### config.mk
export PLATFORM = sky130hd
export DESIGN_NAME = frrc_ctrl
export DESIGN_NICKNAME = d
export VERILOG_FILES = /design/src/design/frrc_ramp.v /design/src/design/frrc_ctrl.v
export VERILOG_INCLUDE_DIRS = /design/src /design/src/design
export SDC_FILE = /design/constraint.sdc
export NUM_CORES = 1
export LEC_CHECK = 0
export ABC_CLOCK_PERIOD_IN_PS = 3200
export BUFFER_PORTS_ARGS = -buffer_cell sky130_fd_sc_hd__buf_2
export CAP_MARGIN = 40
export CORE_ASPECT_RATIO = 0.75
export CORE_MARGIN = 2
export CORE_UTILIZATION = 28
export DETAILED_ROUTE_END_ITERATION = 6
export MAX_ROUTING_LAYER = met4
export PLACE_DENSITY = 0.49
export SLEW_MARGIN = 20
export SYNTH_ARGS = -nofsm -noshare
export SYNTH_HDL_FRONTEND = slang
export SYNTH_SLANG_ARGS = --single-unit
### constraint.sdc
create_clock -name CLK -period 3.2 [get_ports CLK]
set_input_delay 0.32 -clock CLK [delete_from_list [all_inputs] [get_ports CLK]]
set_output_delay 0.32 -clock CLK [all_outputs]
set_load 0.005 [all_outputs]
### src/design/frrc_regs.vh
// Purpose: command codes, field layout, reset values and timing of the
//          fault response and restart controller
// Assumes: 125 MHz core clock
// Notes:   definitions only
`ifndef FRRC_REGS_VH
`define FRRC_REGS_VH

// ---------------------------------------------------------------
// command codes
// ---------------------------------------------------------------
`define FRRC_CMD_FLAGS        8'hD8
`define FRRC_CMD_ACTION       8'hD9
`define FRRC_CMD_INTERVAL     8'hDA

// ---------------------------------------------------------------
// action config fields
// ---------------------------------------------------------------
`define FRRC_STORE_PEAK_BIT   15
`define FRRC_OV_LSB           0
`define FRRC_UV_LSB           2
`define FRRC_OC_LSB           4
`define FRRC_OT_LSB           6
`define FRRC_NC_LSB           8
`define FRRC_ACTION_MASK      16'h83FF
`define FRRC_NUM_FAULTS       5

// ---------------------------------------------------------------
// action codes
// ---------------------------------------------------------------
`define FRRC_ACT_FLAG         2'h0
`define FRRC_ACT_LATCH        2'h1
`define FRRC_ACT_RETRY        2'h2
`define FRRC_ACT_FLAG_STORE   2'h3

// ---------------------------------------------------------------
// reset values
// ---------------------------------------------------------------
`define FRRC_ACTION_RST       16'h0000
`define FRRC_INTERVAL_RST     16'h0000

// ---------------------------------------------------------------
// timing
// ---------------------------------------------------------------
`define FRRC_CLK_PERIOD_NS    8
`define FRRC_RETRY_UNIT_NS    100000
`define FRRC_RETRY_UNIT_CYC   (`FRRC_RETRY_UNIT_NS / `FRRC_CLK_PERIOD_NS)
`define FRRC_DAC_STEP_CYC     16

`endif

### src/design/frrc_ramp.v
// Purpose: reference dac ramp toward target while run, down while stopped
// Assumes: one lsb per step pulse
// Notes:   never steps straight to zero
`timescale 1ns/1ps

module frrc_ramp (
  input  wire        clk,
  input  wire        rst_b,
  input  wire        run,
  input  wire [11:0] target,
  input  wire        step,
  output reg  [11:0] dac_q
);

  always @(posedge clk or negedge rst_b)
  begin
    if (!rst_b)
      dac_q <= 12'h000;
    else if (step)
    begin
      if (run && dac_q < target)
        dac_q <= dac_q + 12'h001;
      else if (run && dac_q > target)
        dac_q <= dac_q - 12'h001;
      else if (!run && dac_q != 12'h000)
        dac_q <= dac_q - 12'h001;
    end
  end

endmodule // frrc_ramp

### src/design/frrc_ctrl.v
// Purpose: fault response, shutdown and periodic restart of a load supply
// Assumes: fault detect inputs are one-cycle pulses from the monitor
// Notes:   registers reached by command code writes and reads
//
// What this block does
// five two-bit action fields, nc down to ov
// bit 15 enables peak save; 14:10 reserved
// code 00: flag, alert, keep running
// code 01: flag, alert, shut down, save peaks
// code 10: flag, alert, shut down, retry periodically
// code 11: flag and continue, save peaks
// shutdown drops supply enable at once
// reference dac ramps down, never steps
// latched shutdown stays off until commanded on
// action config resets to zero
// restart delay is interval times 100 us
// one interval serves all retry faults
// zero interval restarts at next period
// restart interval resets to zero
// peak save ignores the store lock
// any fault sets flag and alert
// expired delay re-enables; persistent fault repeats
`timescale 1ns/1ps
`include "frrc_regs.vh"

module frrc_ctrl #(
  parameter RETRY_UNIT_CYC = `FRRC_RETRY_UNIT_CYC
) (
  input  wire        CLK,
  input  wire        RST_B,
  input  wire [7:0]  CMD_CODE,
  input  wire [15:0] CMD_WDATA,
  input  wire        CMD_WR,
  input  wire        CMD_RD,
  input  wire        CLEAR_FAULTS,
  input  wire        ON_CMD,
  input  wire        OFF_CMD,
  input  wire [4:0]  FAULT_DET,
  input  wire [11:0] DAC_TARGET,
  output reg  [15:0] RD_DATA,
  output reg         SUPPLY_ENABLE_OUT,
  output reg         FAULT_ALERT_N,
  output reg         STORE_PEAK_REQ,
  output wire [11:0] REFERENCE_DAC_OUTPUT
);

  // ---------------------------------------------------------------
  // states
  // ---------------------------------------------------------------
  localparam ST_OFF   = 2'h0;
  localparam ST_ON    = 2'h1;
  localparam ST_RETRY = 2'h2;

  reg  [15:0] action_q;
  reg  [15:0] interval_q;
  reg  [4:0]  flags_q;
  reg  [1:0]  state_q;
  reg  [1:0]  state_d;
  reg  [16:0] unit_cnt_q;
  reg  [15:0] wait_q;
  reg  [4:0]  step_cnt_q;
  wire        unit_tick;
  wire        dac_step;
  wire [4:0]  act_latch;
  wire [4:0]  act_retry;
  wire [4:0]  act_store;
  wire        any_fault;
  wire        shut_latch;
  wire        shut_retry;
  wire        store_hit;
  wire        retry_done;

  // ---------------------------------------------------------------
  // per-fault action decode
  // ---------------------------------------------------------------
  genvar g;
  generate
    for (g = 0; g < `FRRC_NUM_FAULTS; g = g + 1)
    begin : g_act
      wire [1:0] code = action_q[2*g+1:2*g];
      assign act_latch[g] = FAULT_DET[g] &&
                            code == `FRRC_ACT_LATCH;
      assign act_retry[g] = FAULT_DET[g] &&
                            code == `FRRC_ACT_RETRY;
      // 00 takes no part in shutdown or store
      assign act_store[g] = FAULT_DET[g] &&
                            code != `FRRC_ACT_FLAG;
    end
  endgenerate

  assign any_fault  = |FAULT_DET;
  assign shut_latch = |act_latch;
  assign shut_retry = |act_retry;
  // no store-lock input exists: a fault save bypasses it by design
  assign store_hit  = action_q[`FRRC_STORE_PEAK_BIT] && |act_store;

  // ---------------------------------------------------------------
  // command registers
  // ---------------------------------------------------------------
  always @(posedge CLK or negedge RST_B)
  begin
    if (!RST_B)
    begin
      action_q   <= `FRRC_ACTION_RST;
      interval_q <= `FRRC_INTERVAL_RST;
    end
    else if (CMD_WR)
    begin
      if (CMD_CODE == `FRRC_CMD_ACTION)
        action_q <= CMD_WDATA & `FRRC_ACTION_MASK;
      if (CMD_CODE == `FRRC_CMD_INTERVAL)
        interval_q <= CMD_WDATA;
    end
  end

  always @(posedge CLK or negedge RST_B)
  begin
    if (!RST_B)
      RD_DATA <= 16'h0000;
    else if (CMD_RD)
    begin
      case (CMD_CODE)
        `FRRC_CMD_FLAGS:    RD_DATA <= {11'h000, flags_q};
        `FRRC_CMD_ACTION:   RD_DATA <= action_q;
        `FRRC_CMD_INTERVAL: RD_DATA <= interval_q;
        default:            RD_DATA <= 16'h0000;
      endcase
    end
  end

  // ---------------------------------------------------------------
  // fault flags and alert
  // ---------------------------------------------------------------
  always @(posedge CLK or negedge RST_B)
  begin
    if (!RST_B)
    begin
      flags_q        <= 5'h00;
      FAULT_ALERT_N  <= 1'b1;
      STORE_PEAK_REQ <= 1'b0;
    end
    else
    begin
      // set beats a clear in the same cycle
      flags_q <= (CLEAR_FAULTS ? 5'h00 : flags_q) | FAULT_DET;
      FAULT_ALERT_N  <= !(any_fault ||
                          (!CLEAR_FAULTS && flags_q != 5'h00));
      STORE_PEAK_REQ <= store_hit;
    end
  end

  // ---------------------------------------------------------------
  // 100 us time base and dac step
  // ---------------------------------------------------------------
  assign unit_tick = unit_cnt_q == RETRY_UNIT_CYC - 1;
  assign dac_step  = step_cnt_q == `FRRC_DAC_STEP_CYC - 1;

  always @(posedge CLK or negedge RST_B)
  begin
    if (!RST_B)
    begin
      unit_cnt_q <= 17'h0_0000;
      step_cnt_q <= 5'h00;
    end
    else
    begin
      unit_cnt_q <= unit_tick ? 17'h0_0000 : unit_cnt_q + 17'h0_0001;
      step_cnt_q <= dac_step ? 5'h00 : step_cnt_q + 5'h01;
    end
  end

  // ---------------------------------------------------------------
  // supply state machine
  // ---------------------------------------------------------------
  // zero interval still waits for the next time-base period
  assign retry_done = unit_tick && wait_q == 16'h0000;

  always @*
  begin
    state_d = state_q;
    case (state_q)
      ST_OFF:
        // a shutdown fault on the turn-on edge keeps the supply down
        if (ON_CMD && !shut_latch)
          state_d = shut_retry ? ST_RETRY : ST_ON;
      ST_ON:
        if (OFF_CMD || shut_latch)
          state_d = ST_OFF;
        else if (shut_retry)
          state_d = ST_RETRY;
      ST_RETRY:
        if (OFF_CMD || shut_latch)
          state_d = ST_OFF;
        else if (retry_done && !shut_retry)
          state_d = ST_ON;
      default:
        state_d = ST_OFF;
    endcase
  end

  always @(posedge CLK or negedge RST_B)
  begin
    if (!RST_B)
    begin
      state_q           <= ST_OFF;
      SUPPLY_ENABLE_OUT <= 1'b0;
      wait_q            <= 16'h0000;
    end
    else
    begin
      state_q           <= state_d;
      SUPPLY_ENABLE_OUT <= state_d == ST_ON;
      // a repeated retry fault starts the wait over
      if (state_q != ST_RETRY || shut_retry)
        wait_q <= interval_q;
      else if (unit_tick && wait_q != 16'h0000)
        wait_q <= wait_q - 16'h0001;
    end
  end

  // ---------------------------------------------------------------
  // reference dac
  // ---------------------------------------------------------------
  frrc_ramp u_ramp (
    .clk    (CLK),
    .rst_b  (RST_B),
    .run    (SUPPLY_ENABLE_OUT),
    .target (DAC_TARGET),
    .step   (dac_step),
    .dac_q  (REFERENCE_DAC_OUTPUT)
  );

endmodule // frrc_ctrl

==> flow_metrics.py, run 1 <==
metrics = {
    "synth": {
        "synth_seq_area_share_pct": 47.6,
        "synthesis.nets": 612,
        "synthArstFlopShare_pct": 100,
        "synth_ff_type": "dfrtp_1",
        "syn_area_sq_mm": 0.00542,
        "synth_warnings": 0,
        "ys_types": 51,
        "synth_enable_flop_cells": 0,
        "synthesis.instances": 537,
        "synth_seq_cells": 103,
        "syn_area_per_cell_sq_um": 10.1,
    },
    "timing": {
        "tightest_slew_ps": 858,
        "slew_viol_final": 0,
        "max_slew_margin_pct": 42.2,
        "hold_violations": 0,
        "max_freq_mhz": 325,
        "rsz0062_at_grt": "true",
        "min_period_over_period_pct": 96.2,
        "final.min_clock_period_ps": 3080,
        "setup_viol": 0,
        "tns_ps": 0,
        "skew_ps": 5.18,
    },
    "pwr": {
        "p_leak_nw": 3.22,
        "totalPowerFinal_mw": 4.68,
        "ir_worst_vdd_mv": 0.357,
        "power.density_mw_per_mm2": 683,
    },
    "layout": {
        "final_nets": 730,
        "final_cell_mix": "dfrtp_1 (102), buf_2 (77), nor2_1 (52), inv_1 (41), buf_4 (39)",
        "drive_gt1_share_pct": 28.8,
        "final_core_util_pct": 35.8,
        "n_antenna_cell": 0,
        "area_growth_pct": 26.6,
        "layout_commonest_cell": "dfrtp_1",
    },
    "floorplanning": {
        "die_area_sq_mm": 0.0205,
        "ios": 79,
        "coreArea_sq_mm": 0.0192,
        "start_util_pct": 28.3,
        "rows": 44,
        "die_x_microns": 165,
        "die_h_microns": 124,
    },
    "critical_path": {
        "cpPeakStageDelay_ps": 400,
        "end_kind": "register",
        "critPathLaunchType": "register",
        "r2r_end": "u_ramp.dac_q[11]$_DFFE_PN0P_",
        "crit_chain": "ha_1 -> nor2b_1 -> o21bai_1 -> a21oi_2 -> a211o_4 -> buf_12 -> ha_1 -> a21o_1 -> a21o_1 -> a221oi_2 -> and3b_1 -> o21ai_2 -> xnor2_1",
        "regToRegSetupSlack_ps": 120,
        "required_ps": 3440,
        "critPathMaxFanout": 6,
        "r2r-start": "u_ramp.dac_q[1]$_DFFE_PN0P_",
        "crit_path_top_delay_cell": "dfrtp_1",
        "crit_type": "reg2reg",
        "cp.arrival_ps": 3310,
        "r2r_cells": 13,
    },
    "clock_tree": {
        "cts_buffers": 9,
        "cts_root_buf": "clkbuf_16",
        "clockBufferDepth": 2,
        "clkTransAtPathRegs_ps": 70,
        "htreeDepth": 3,
        "cts_tree": "yes",
        "clock-sinks": 103,
        "clk_latency_ps": 350,
    },
    "grt": {
        "grt_max_degree": 81,
        "grt_usage_pct": 14.6,
        "met2_usage_pct": 20.7,
        "grtUsageMet1_pct": 21.1,
        "grt.overflow.total": 0,
        "grt.met3_usage_pct": 3.10,
        "grt.busiest_layer": "met1",
        "grt_pass1_vias": 4371,
        "antenna_found_initial": 0,
        "grt_pass1_wl_mm": 22.6,
    },
    "min_path": {
        "min_to": "FAULT_ALERT_N$_DFF_PN1_",
        "holdCritPathClass": "in2reg",
        "hp-start": "FAULT_DET[4]",
        "hold_path_depth": 2,
    },
    "drt": {
        "drc": 0,
        "vias_per_cell": 4.70,
        "drtAntennaViolNets": 0,
        "wl_per_cell_microns": 15.1,
        "finalWirelength_mm": 13.8,
        "first_iter_violations": 189,
        "dr.pass1.iters": 4,
        "via_count": 4290,
    },
    "run": {
        "maxCapViolCount": 0,
    },
    "placement": {
        "gp_congestion": 0.859,
        "io_buffers": 78,
        "dp_hpwl_mm": 10.5,
    },
    "run_status": {
        "outcome": "finished clean",
    },
}
[through the flow]
stage / cells / area (sq um) / hold slack [ps] / setup WS, ps
floorplan: 537 / 5420 / 24.4 / 22.1
global placement: 895 / 6400 / 261 / -72.5
detailed placement: 895 / 6400 / 262 / -145
CTS: 912 / 6780 / 170 / 3.85
global route: 913 / 6860 / 194 / -30.0
finish: 913 / 6860 / 190 / 121
[final cells by class]
class / instances / area, sq um
Clock buffer: 13 / 260
Clock inverter: 3 / 65.1
Fill cell: 1947 / 12300
Inverter: 41 / 154
Multi-Input combinational cell: 381 / 2750
Sequential cell: 103 / 2580
Tap cell: 253 / 317
Timing Repair Buffer: 119 / 728
[how the worst max path moves through the flow]
stage | from | endpoint | depth (start not counted)
2_1_floorplan | u_ramp.dac_q[10]$_DFFE_PN0P_ | u_ramp.dac_q[11]$_DFFE_PN0P_ | 13
3_3_place_gp | DAC_TARGET[10] | u_ramp.dac_q[11]$_DFFE_PN0P_ | 16
3_5_place_dp | DAC_TARGET[10] | u_ramp.dac_q[11]$_DFFE_PN0P_ | 16
4_1_cts | u_ramp.dac_q[10]$_DFFE_PN0P_ | u_ramp.dac_q[11]$_DFFE_PN0P_ | 14
5_1_grt | u_ramp.dac_q[10]$_DFFE_PN0P_ | u_ramp.dac_q[8]$_DFFE_PN0P_ | 13
6_report | u_ramp.dac_q[1]$_DFFE_PN0P_ | u_ramp.dac_q[11]$_DFFE_PN0P_ | 13
[synth_stat cells (all sizes together) (3+ instances only)]
cell | n | area [sq um]
a21o | 8 | 60.1
dfrtp | 102 | 2550
and2 | 3 | 18.8
or4 | 5 | 46.3
buf | 4 | 18.8
nor2 | 53 | 199
a211o | 4 | 35.0
mux2i | 7 | 70.1
a31oi | 5 | 31.3
o22ai | 7 | 43.8
nand2 | 36 | 135
clkbuf | 8 | 30.0
o21ai | 27 | 135
nor3 | 12 | 60.1
nor4 | 7 | 43.8
inv | 41 | 154
mux2 | 34 | 383
nand3 | 19 | 95.1
nand3b | 3 | 22.5
a22o | 6 | 52.6
and3 | 7 | 43.8
xor2 | 8 | 70.1
xnor2 | 30 | 263
nand4 | 4 | 25.0
ha | 26 | 325
nor2b | 8 | 50.1
a21oi | 35 | 175
[timing repair]
item	4_1_cts	5_1_grt
endpoints found under the hold margin	23	0
resized for setup	6	12
setup buffers	0	1
setup endpoints to repair	3	5
pin swaps	4	10
hold buffers	1	0
[state kept, by name, summed over array words and instances (netlist names)]
name,count
FAULT_ALERT_N,1
RD_DATA,16
STORE_PEAK_REQ,1
SUPPLY_ENABLE_OUT,1
action_q,11
flags_q,5
interval_q,16
state_q,2
step_cnt_q,5
u_ramp.dac_q,12
unit_cnt_q,17
wait_q,16
[worst max-delay path: cells and delay by family, from the launching register on]
family | cells | cell delay, ps
AOI/OAI and AO/OA | 7 | 1370
xor gates and xnor gates | 1 | 120
adders and majority gates | 2 | 560
buffers and inverters | 1 | 160
DFF | 1 | 400
and+or+nand+nor | 2 | 350
[metal layers]
layer	up-vias	wire length, microns
li1	2120	-
met1	2073	7050
met2	86	5870
met3	11	670
met4	0	165
met5	-	0
[cells by family (layout without fill, tap and decap cells)]
group                    count (synthesis)  in the layout  share of synthesized area (%)
flip-flops                             103            103                           47.6
AND/OR/NAND/NOR                        170            170                           15.7
XOR/XNOR                                38             38                           6.15
buffers and inverters                   53            176                           3.74
multiplexers                            41             41                           8.36
AO/OA/AOI/OAI                          105            105                           12.0
adder cells (fa/ha/maj)                 27             27                           6.38
[where the power goes]
part	internal, mW	switching (mW)	total (mW)
clock network	0.727	0.459	1.19
logic	0.980	0.968	1.95
registers	1.44	0.109	1.55
(Power assumes the default switching activity.)
==> inputs of run 2 (changes only) <==
--- a/config.mk
+++ b/config.mk
@@ -11,10 +11,11 @@
 export CAP_MARGIN = 40
 export CORE_ASPECT_RATIO = 0.75
 export CORE_MARGIN = 2
-export CORE_UTILIZATION = 28
+export CORE_UTILIZATION = 35
+export CTS_BUF_LIST = sky130_fd_sc_hd__clkbuf_4 sky130_fd_sc_hd__clkbuf_8 sky130_fd_sc_hd__clkbuf_16
 export DETAILED_ROUTE_END_ITERATION = 6
 export MAX_ROUTING_LAYER = met4
-export PLACE_DENSITY = 0.49
+export PLACE_DENSITY = 0.57
 export SLEW_MARGIN = 20
 export SYNTH_ARGS = -nofsm -noshare
 export SYNTH_HDL_FRONTEND = slang
==> constraint.sdc (replaced) <==
create_clock -name CLK -period 3.2 [get_ports CLK]
set_input_delay 0 -clock CLK [delete_from_list [all_inputs] [get_ports CLK]]
set_output_delay 0 -clock CLK [all_outputs]
set_load 0.005 [all_outputs]
==> run 2 against run 1 <==
Sequential power about the same. Global-route usage grew 2.7 points. Largest power group unchanged. Highest routed layer unchanged. First-iteration DRC count up 20%.
==> flow_metrics.py, run 2 (synthesized netlist as in run 1, its figures left out) <==
metrics = {
    "run_status": {
        "outcome": "finished clean",
    },
    "layout": {
        "final_core_util_pct": 45.9,
        "drive_gt1_share_pct": 27.8,
        "layout_commonest_cell": "dfrtp_1",
        "final_nets": 746,
        "n_antenna_cell": 0,
        "largest_reg_flops": 17,
        "final_cell_mix": "dfrtp_1 (102), buf_2 (77), nor2_1 (52), inv_1 (41), nand2_1 (36)",
        "area_growth_pct": 28.7,
        "largest-register": "unit_cnt_q",
    },
    "clock_tree": {
        "clockBufferDepth": 2,
        "cts_root_buf": "clkbuf_16",
        "clock-sinks": 103,
        "cts_buffers": 9,
        "htreeDepth": 3,
        "clk_latency_ps": 350,
        "cts_tree": "yes",
        "clkTransAtPathRegs_ps": 70,
    },
    "pwr": {
        "power.density_mw_per_mm2": 661,
        "p_leak_nw": 3.28,
        "totalPowerFinal_mw": 4.61,
        "sequentialPowerShare_pct": 33.6,
        "p_sw_share_pct": 34.2,
        "comb_power_share_pct": 40.6,
        "netSwitchingPower_mw": 1.58,
        "internal-power_mw": 3.03,
        "ir_worst_vdd_mv": 0.275,
        "clkPwrFrac_pct": 25.8,
    },
    "timing": {
        "tns_ps": 0,
        "setup_viol": 0,
        "max_freq_mhz": 316,
        "skew_ps": 7.14,
        "timing.hold.ws_ps": 12.7,
        "rsz0062_at_grt": "true",
        "max_slew_margin_pct": 53.9,
        "slew_viol_final": 0,
        "hold_violations": 0,
        "tightest_slew_ps": 684,
        "min_period_over_period_pct": 98.8,
        "fin_ws_ps": 37.1,
        "final.min_clock_period_ps": 3160,
    },
    "drt": {
        "dr.pass1.iters": 4,
        "via_count": 4406,
        "vias_per_cell": 5.00,
        "finalWirelength_mm": 13.4,
        "wl_per_cell_microns": 15.2,
        "drc": 0,
        "drtAntennaViolNets": 0,
        "first_iter_violations": 227,
    },
    "floorplanning": {
        "start_util_pct": 35.7,
        "rows": 39,
        "ios": 79,
        "die_x_microns": 148,
        "die_h_microns": 112,
        "die_area_sq_mm": 0.0165,
        "coreArea_sq_mm": 0.0152,
    },
    "grt": {
        "grt.overflow.total": 0,
        "antenna_found_initial": 0,
        "grt_usage_pct": 17.2,
        "grt_pass1_wl_mm": 22.0,
        "grt_max_degree": 65,
        "grt_pass1_vias": 4450,
    },
    "critical_path": {
        "crit_type": "reg2reg",
        "regToRegSetupSlack_ps": 40,
        "required_ps": 3440,
        "crit_chain": "ha_4 -> a21oi_2 -> nand2_1 -> a211o_1 -> a211o_4 -> buf_6 -> ha_4 -> a211o_1 -> o211ai_1 -> a31oi_4 -> a221oi_2 -> and3b_1 -> o21ai_2 -> xnor2_1",
        "cp.depth": 14,
        "crit_path_top_delay_cell": "dfrtp_1",
        "critPathMaxFanout": 6,
        "crit_buf_inv": 1,
        "cpPeakStageDelay_ps": 420,
        "cp.arrival_ps": 3400,
        "crit_family": "compound AO/OA/AOI/OAI gates",
        "end_kind": "register",
        "r2r_cells": 14,
        "critPathLaunchType": "register",
    },
    "placement": {
        "dp_hpwl_mm": 9.99,
        "place_ws_ps": -158,
        "gp_congestion": 0.886,
        "io_buffers": 78,
    },
    "min_path": {
        "holdCritPathClass": "in2async",
    },
    "run": {
        "maxCapViolCount": 0,
    },
}
[run 2: cell types whose count changed in the layout (fill, tap and decap cells not counted), sizes merged]
cell         previous run  this run
clkbuf                 13         9
clkinvlp                0         1
dlygate4sd3             1        24
inv                    41        42
clkinv                  1         3
buf                   118       111
[run 2: repair_timing]
item | CTS | global route
gates resized for setup | 10 | 12
endpoints found under the hold margin | 96 | 0
pin swaps | 6 | 12
setup endpoints to repair | 5 | 7
hold buffers | 24 | 0
setup buffers | 1 | 2
[run 2: worst paths after layout]
path | from | endpoint
min in group CLK | CLEAR_FAULTS | flags_q[2]$_DFF_PN0_
hold / removal | RST_B | unit_cnt_q[5]$_DFF_PN0_
max in group asynchronous | RST_B | FAULT_ALERT_N$_DFF_PN1_
setup / recovery | u_ramp.dac_q[10]$_DFFE_PN0P_ | u_ramp.dac_q[11]$_DFFE_PN0P_
hold reg to reg | step_cnt_q[0]$_DFF_PN0_ | step_cnt_q[0]$_DFF_PN0_
setup reg to reg | u_ramp.dac_q[10]$_DFFE_PN0P_ | u_ramp.dac_q[11]$_DFFE_PN0P_
[run 2: through the flow]
stage,instance area [sq um],std cells
floorplan,5420,537
global placement,6240,837
detailed placement,6240,837
CTS,6880,878
global route,6970,881
finish,6970,881
[run 2: worst register-to-register path, delay by kind of cell, from the launching register on]
kind	cells	cell delay (ps)
buffers and inverters	1	140
AOI/OAI and AO/OA	8	1600
DFF	1	420
xor gates and xnor gates	1	130
and+or+nand+nor	2	290
adders and majority gates	2	470
[run 2: layout make-up]
type,instances,area [sq um]
fill,1434,8200
clock inverter,7,95.1
clock buffer,9,225
timing repair buffer,135,905
multi-input combinational,381,2760
sequential,103,2580
inverter,41,154
tap,205,256
[run 2: routing by layer]
| metal | wire length, microns | track usage [%] | vias up |
|---|---|---|---|
| met5 | 0 | - | - |
| met4 | 143 | 5.00 | 0 |
| met3 | 457 | 3.48 | 13 |
| met2 | 6220 | 26.9 | 76 |
| met1 | 6530 | 22.8 | 2165 |
| li1 | - | - | 2152 |
[run 2: power groups by stage]
stage / clock network (mW) / logic (mW) / registers (mW)
2_1_floorplan: 0 / 0.999 / 1.59
3_3_place_gp: 0 / 1.57 / 1.56
3_5_place_dp: 0 / 1.63 / 1.57
4_1_cts: 1.22 / 1.77 / 1.55
5_1_grt: 1.27 / 2.07 / 1.57
6_report: 1.19 / 1.87 / 1.55
==> inputs of run 3 (changes only) <==
--- a/config.mk
+++ b/config.mk
@@ -11,11 +11,11 @@
 export CAP_MARGIN = 40
 export CORE_ASPECT_RATIO = 0.75
 export CORE_MARGIN = 2
-export CORE_UTILIZATION = 35
+export CORE_UTILIZATION = 52
 export CTS_BUF_LIST = sky130_fd_sc_hd__clkbuf_4 sky130_fd_sc_hd__clkbuf_8 sky130_fd_sc_hd__clkbuf_16
 export DETAILED_ROUTE_END_ITERATION = 6
 export MAX_ROUTING_LAYER = met4
-export PLACE_DENSITY = 0.57
+export PLACE_DENSITY = 0.79
 export SLEW_MARGIN = 20
 export SYNTH_ARGS = -nofsm -noshare
 export SYNTH_HDL_FRONTEND = slang
==> run 3 against run 2 <==
Total power up 0.52%. Sequential share of layout area grew 0.38 points. Flip-flop and latch count is the same. Via count is 2.7% higher. Worst setup slack improved by 32 ps. Non-clock buffer count increased by 2. Hold slack better by 7.9 ps. Maximum frequency grew 1.0%. First-iteration DRC count is 54% higher. Combinational power rose by 5%. Critical endpoint unchanged. Largest cell class unchanged.
==> flow_metrics.py, run 3 (synthesized netlist as in run 1, its figures left out) <==
metrics = {
    "critical_path": {
        "required_ps": 3430,
        "crit_type": "reg2reg",
        "end_kind": "register",
        "critPathLaunchType": "register",
        "r2r_cells": 14,
        "cp.arrival_ps": 3370,
        "critPathMaxFanout": 5,
    },
    "grt": {
        "antenna_found_initial": 0,
        "grt.overflow.total": 0,
        "grt_pass1_wl_mm": 21.5,
        "grt_usage_pct": 25.1,
        "grt_max_degree": 59,
        "grt_pass1_vias": 4573,
    },
    "timing": {
        "setup_viol": 0,
        "tightest_slew_ps": 705,
        "fin_ws_ps": 68.6,
        "timing.hold.ws_ps": 20.7,
        "hold_violations": 0,
        "final.min_clock_period_ps": 3130,
        "tns_ps": 0,
        "rsz0062_at_grt": "true",
        "max_freq_mhz": 319,
        "min_period_over_period_pct": 97.9,
        "max_slew_margin_pct": 52.9,
        "skew_ps": 6.85,
        "slew_viol_final": 0,
    },
    "layout": {
        "final_core_util_pct": 67.6,
        "final_cell_mix": "dfrtp_1 (102), buf_2 (77), nor2_1 (52), inv_1 (41), nand2_1 (36)",
        "layout_commonest_cell": "dfrtp_1",
        "drive_gt1_share_pct": 27.6,
        "area_growth_pct": 27.4,
        "n_antenna_cell": 0,
        "largest_reg_flops": 17,
        "final_nets": 748,
        "largest-register": "unit_cnt_q",
        "fillers": 766,
    },
    "min_path": {
        "holdCritPathClass": "in2reg",
        "hold_path_depth": 3,
    },
    "floorplanning": {
        "coreArea_sq_mm": 0.0102,
        "die_h_microns": 92.4,
        "die_x_microns": 122,
        "start_util_pct": 53.0,
        "die_area_sq_mm": 0.0113,
        "ios": 79,
        "rows": 32,
    },
    "pwr": {
        "ir_worst_vdd_mv": 0.375,
        "p_leak_nw": 3.29,
        "power.density_mw_per_mm2": 671,
    },
    "drt": {
        "dr.pass1.iters": 5,
        "finalWirelength_mm": 13.3,
        "vias_per_cell": 5.56,
        "via_count": 4527,
        "wl_per_cell_microns": 16.3,
        "drc": 0,
        "first_iter_violations": 349,
        "drtAntennaViolNets": 0,
    },
    "placement": {
        "dp_hpwl_mm": 9.64,
        "place_ws_ps": -107,
        "io_buffers": 78,
        "gp_congestion": 0.922,
    },
    "run": {
        "maxCapViolCount": 0,
    },
    "clock_tree": {
        "cts_buffers": 9,
        "clk_latency_ps": 350,
        "cts_tree": "yes",
        "clkTransAtPathRegs_ps": 70,
        "htreeDepth": 3,
        "cts_root_buf": "clkbuf_16",
        "clockBufferDepth": 2,
        "clock-sinks": 103,
    },
    "run_status": {
        "outcome": "finished clean",
    },
}
run 3: cell types whose count changed in the layout (fill, tap and decap cells not counted), sizes merged:
cell,previous run,this run
buf,111,113
clkbuf,9,11
bufinv,2,1
clkinvlp,1,0
run 3: path summary, 6_finish.rpt:
check,slack [ps],start,endpoint
min reg2reg,460,step_cnt_q[0]$_DFF_PN0_,step_cnt_q[0]$_DFF_PN0_
min in group asynchronous,180,RST_B,unit_cnt_q[11]$_DFF_PN0_
min,20,CLEAR_FAULTS,flags_q[2]$_DFF_PN0_
max,70,u_ramp.dac_q[10]$_DFFE_PN0P_,u_ramp.dac_q[11]$_DFFE_PN0P_
max in group asynchronous,2340,RST_B,RD_DATA[14]$_DFFE_PN0P_
max reg2reg,70,u_ramp.dac_q[10]$_DFFE_PN0P_,u_ramp.dac_q[11]$_DFFE_PN0P_
run 3: area by class of cell:
| cell class | count | area [sq um] | share of cell area (%) |
|---|---|---|---|
| multi-input cells | 381 | 2780 | 40.3 |
| flip-flops and latches | 103 | 2580 | 37.4 |
| repair buffers | 137 | 920 | 13.3 |
| clock buffers | 11 | 240 | 3.48 |
| well taps | 136 | 170 | 2.47 |
| inverters | 41 | 154 | 2.23 |
| clock inverters | 5 | 57.6 | 0.834 |
run 3: repair_timing:
item                                   CTS  global route
setup endpoints to repair                3             7
buffers inserted                         0             2
endpoints found under the hold margin   90             0
resized for setup                        6            13
hold buffers                            24             0
pin swaps                                3            11
run 3: critical path: stages (launching register included):
cell and delay [ps]:
dfrtp_1 410, ha_4 230, a21oi_2 130, nand2_1 70
a211o_1 300, a211o_4 310, ha_1 320, buf_4 160
o211ai_1 190, buf_4 160, a31oi_4 100, a221oi_2 260
and3b_1 190, o21ai_1 70, xnor2_1 130
run 3: where the power goes:
group / total, mW / internal (mW) / switching (mW)
logic: 1.97 / 0.979 / 0.993
registers: 1.56 / 1.44 / 0.122
clock network: 1.10 / 0.626 / 0.476
run 3: per-layer routing:
metal  share of wire, %  up-vias  track usage, %
met3                5.2       11            5.23
met1                 45     2232            33.6
met5                  0        -               -
met4               0.64        0            5.08
li1                   -     2159               -
met2                 49      125            40.0
run 3: per-stage QoR:
stage               power (mW)  cell area, sq um  std cells
finish                    4.63              6900        814
global route              4.92              6900        814
CTS                       4.42              6750        811
detailed placement        3.24              6180        771
global placement          3.17              6180        771
floorplan                 2.59              5420        537
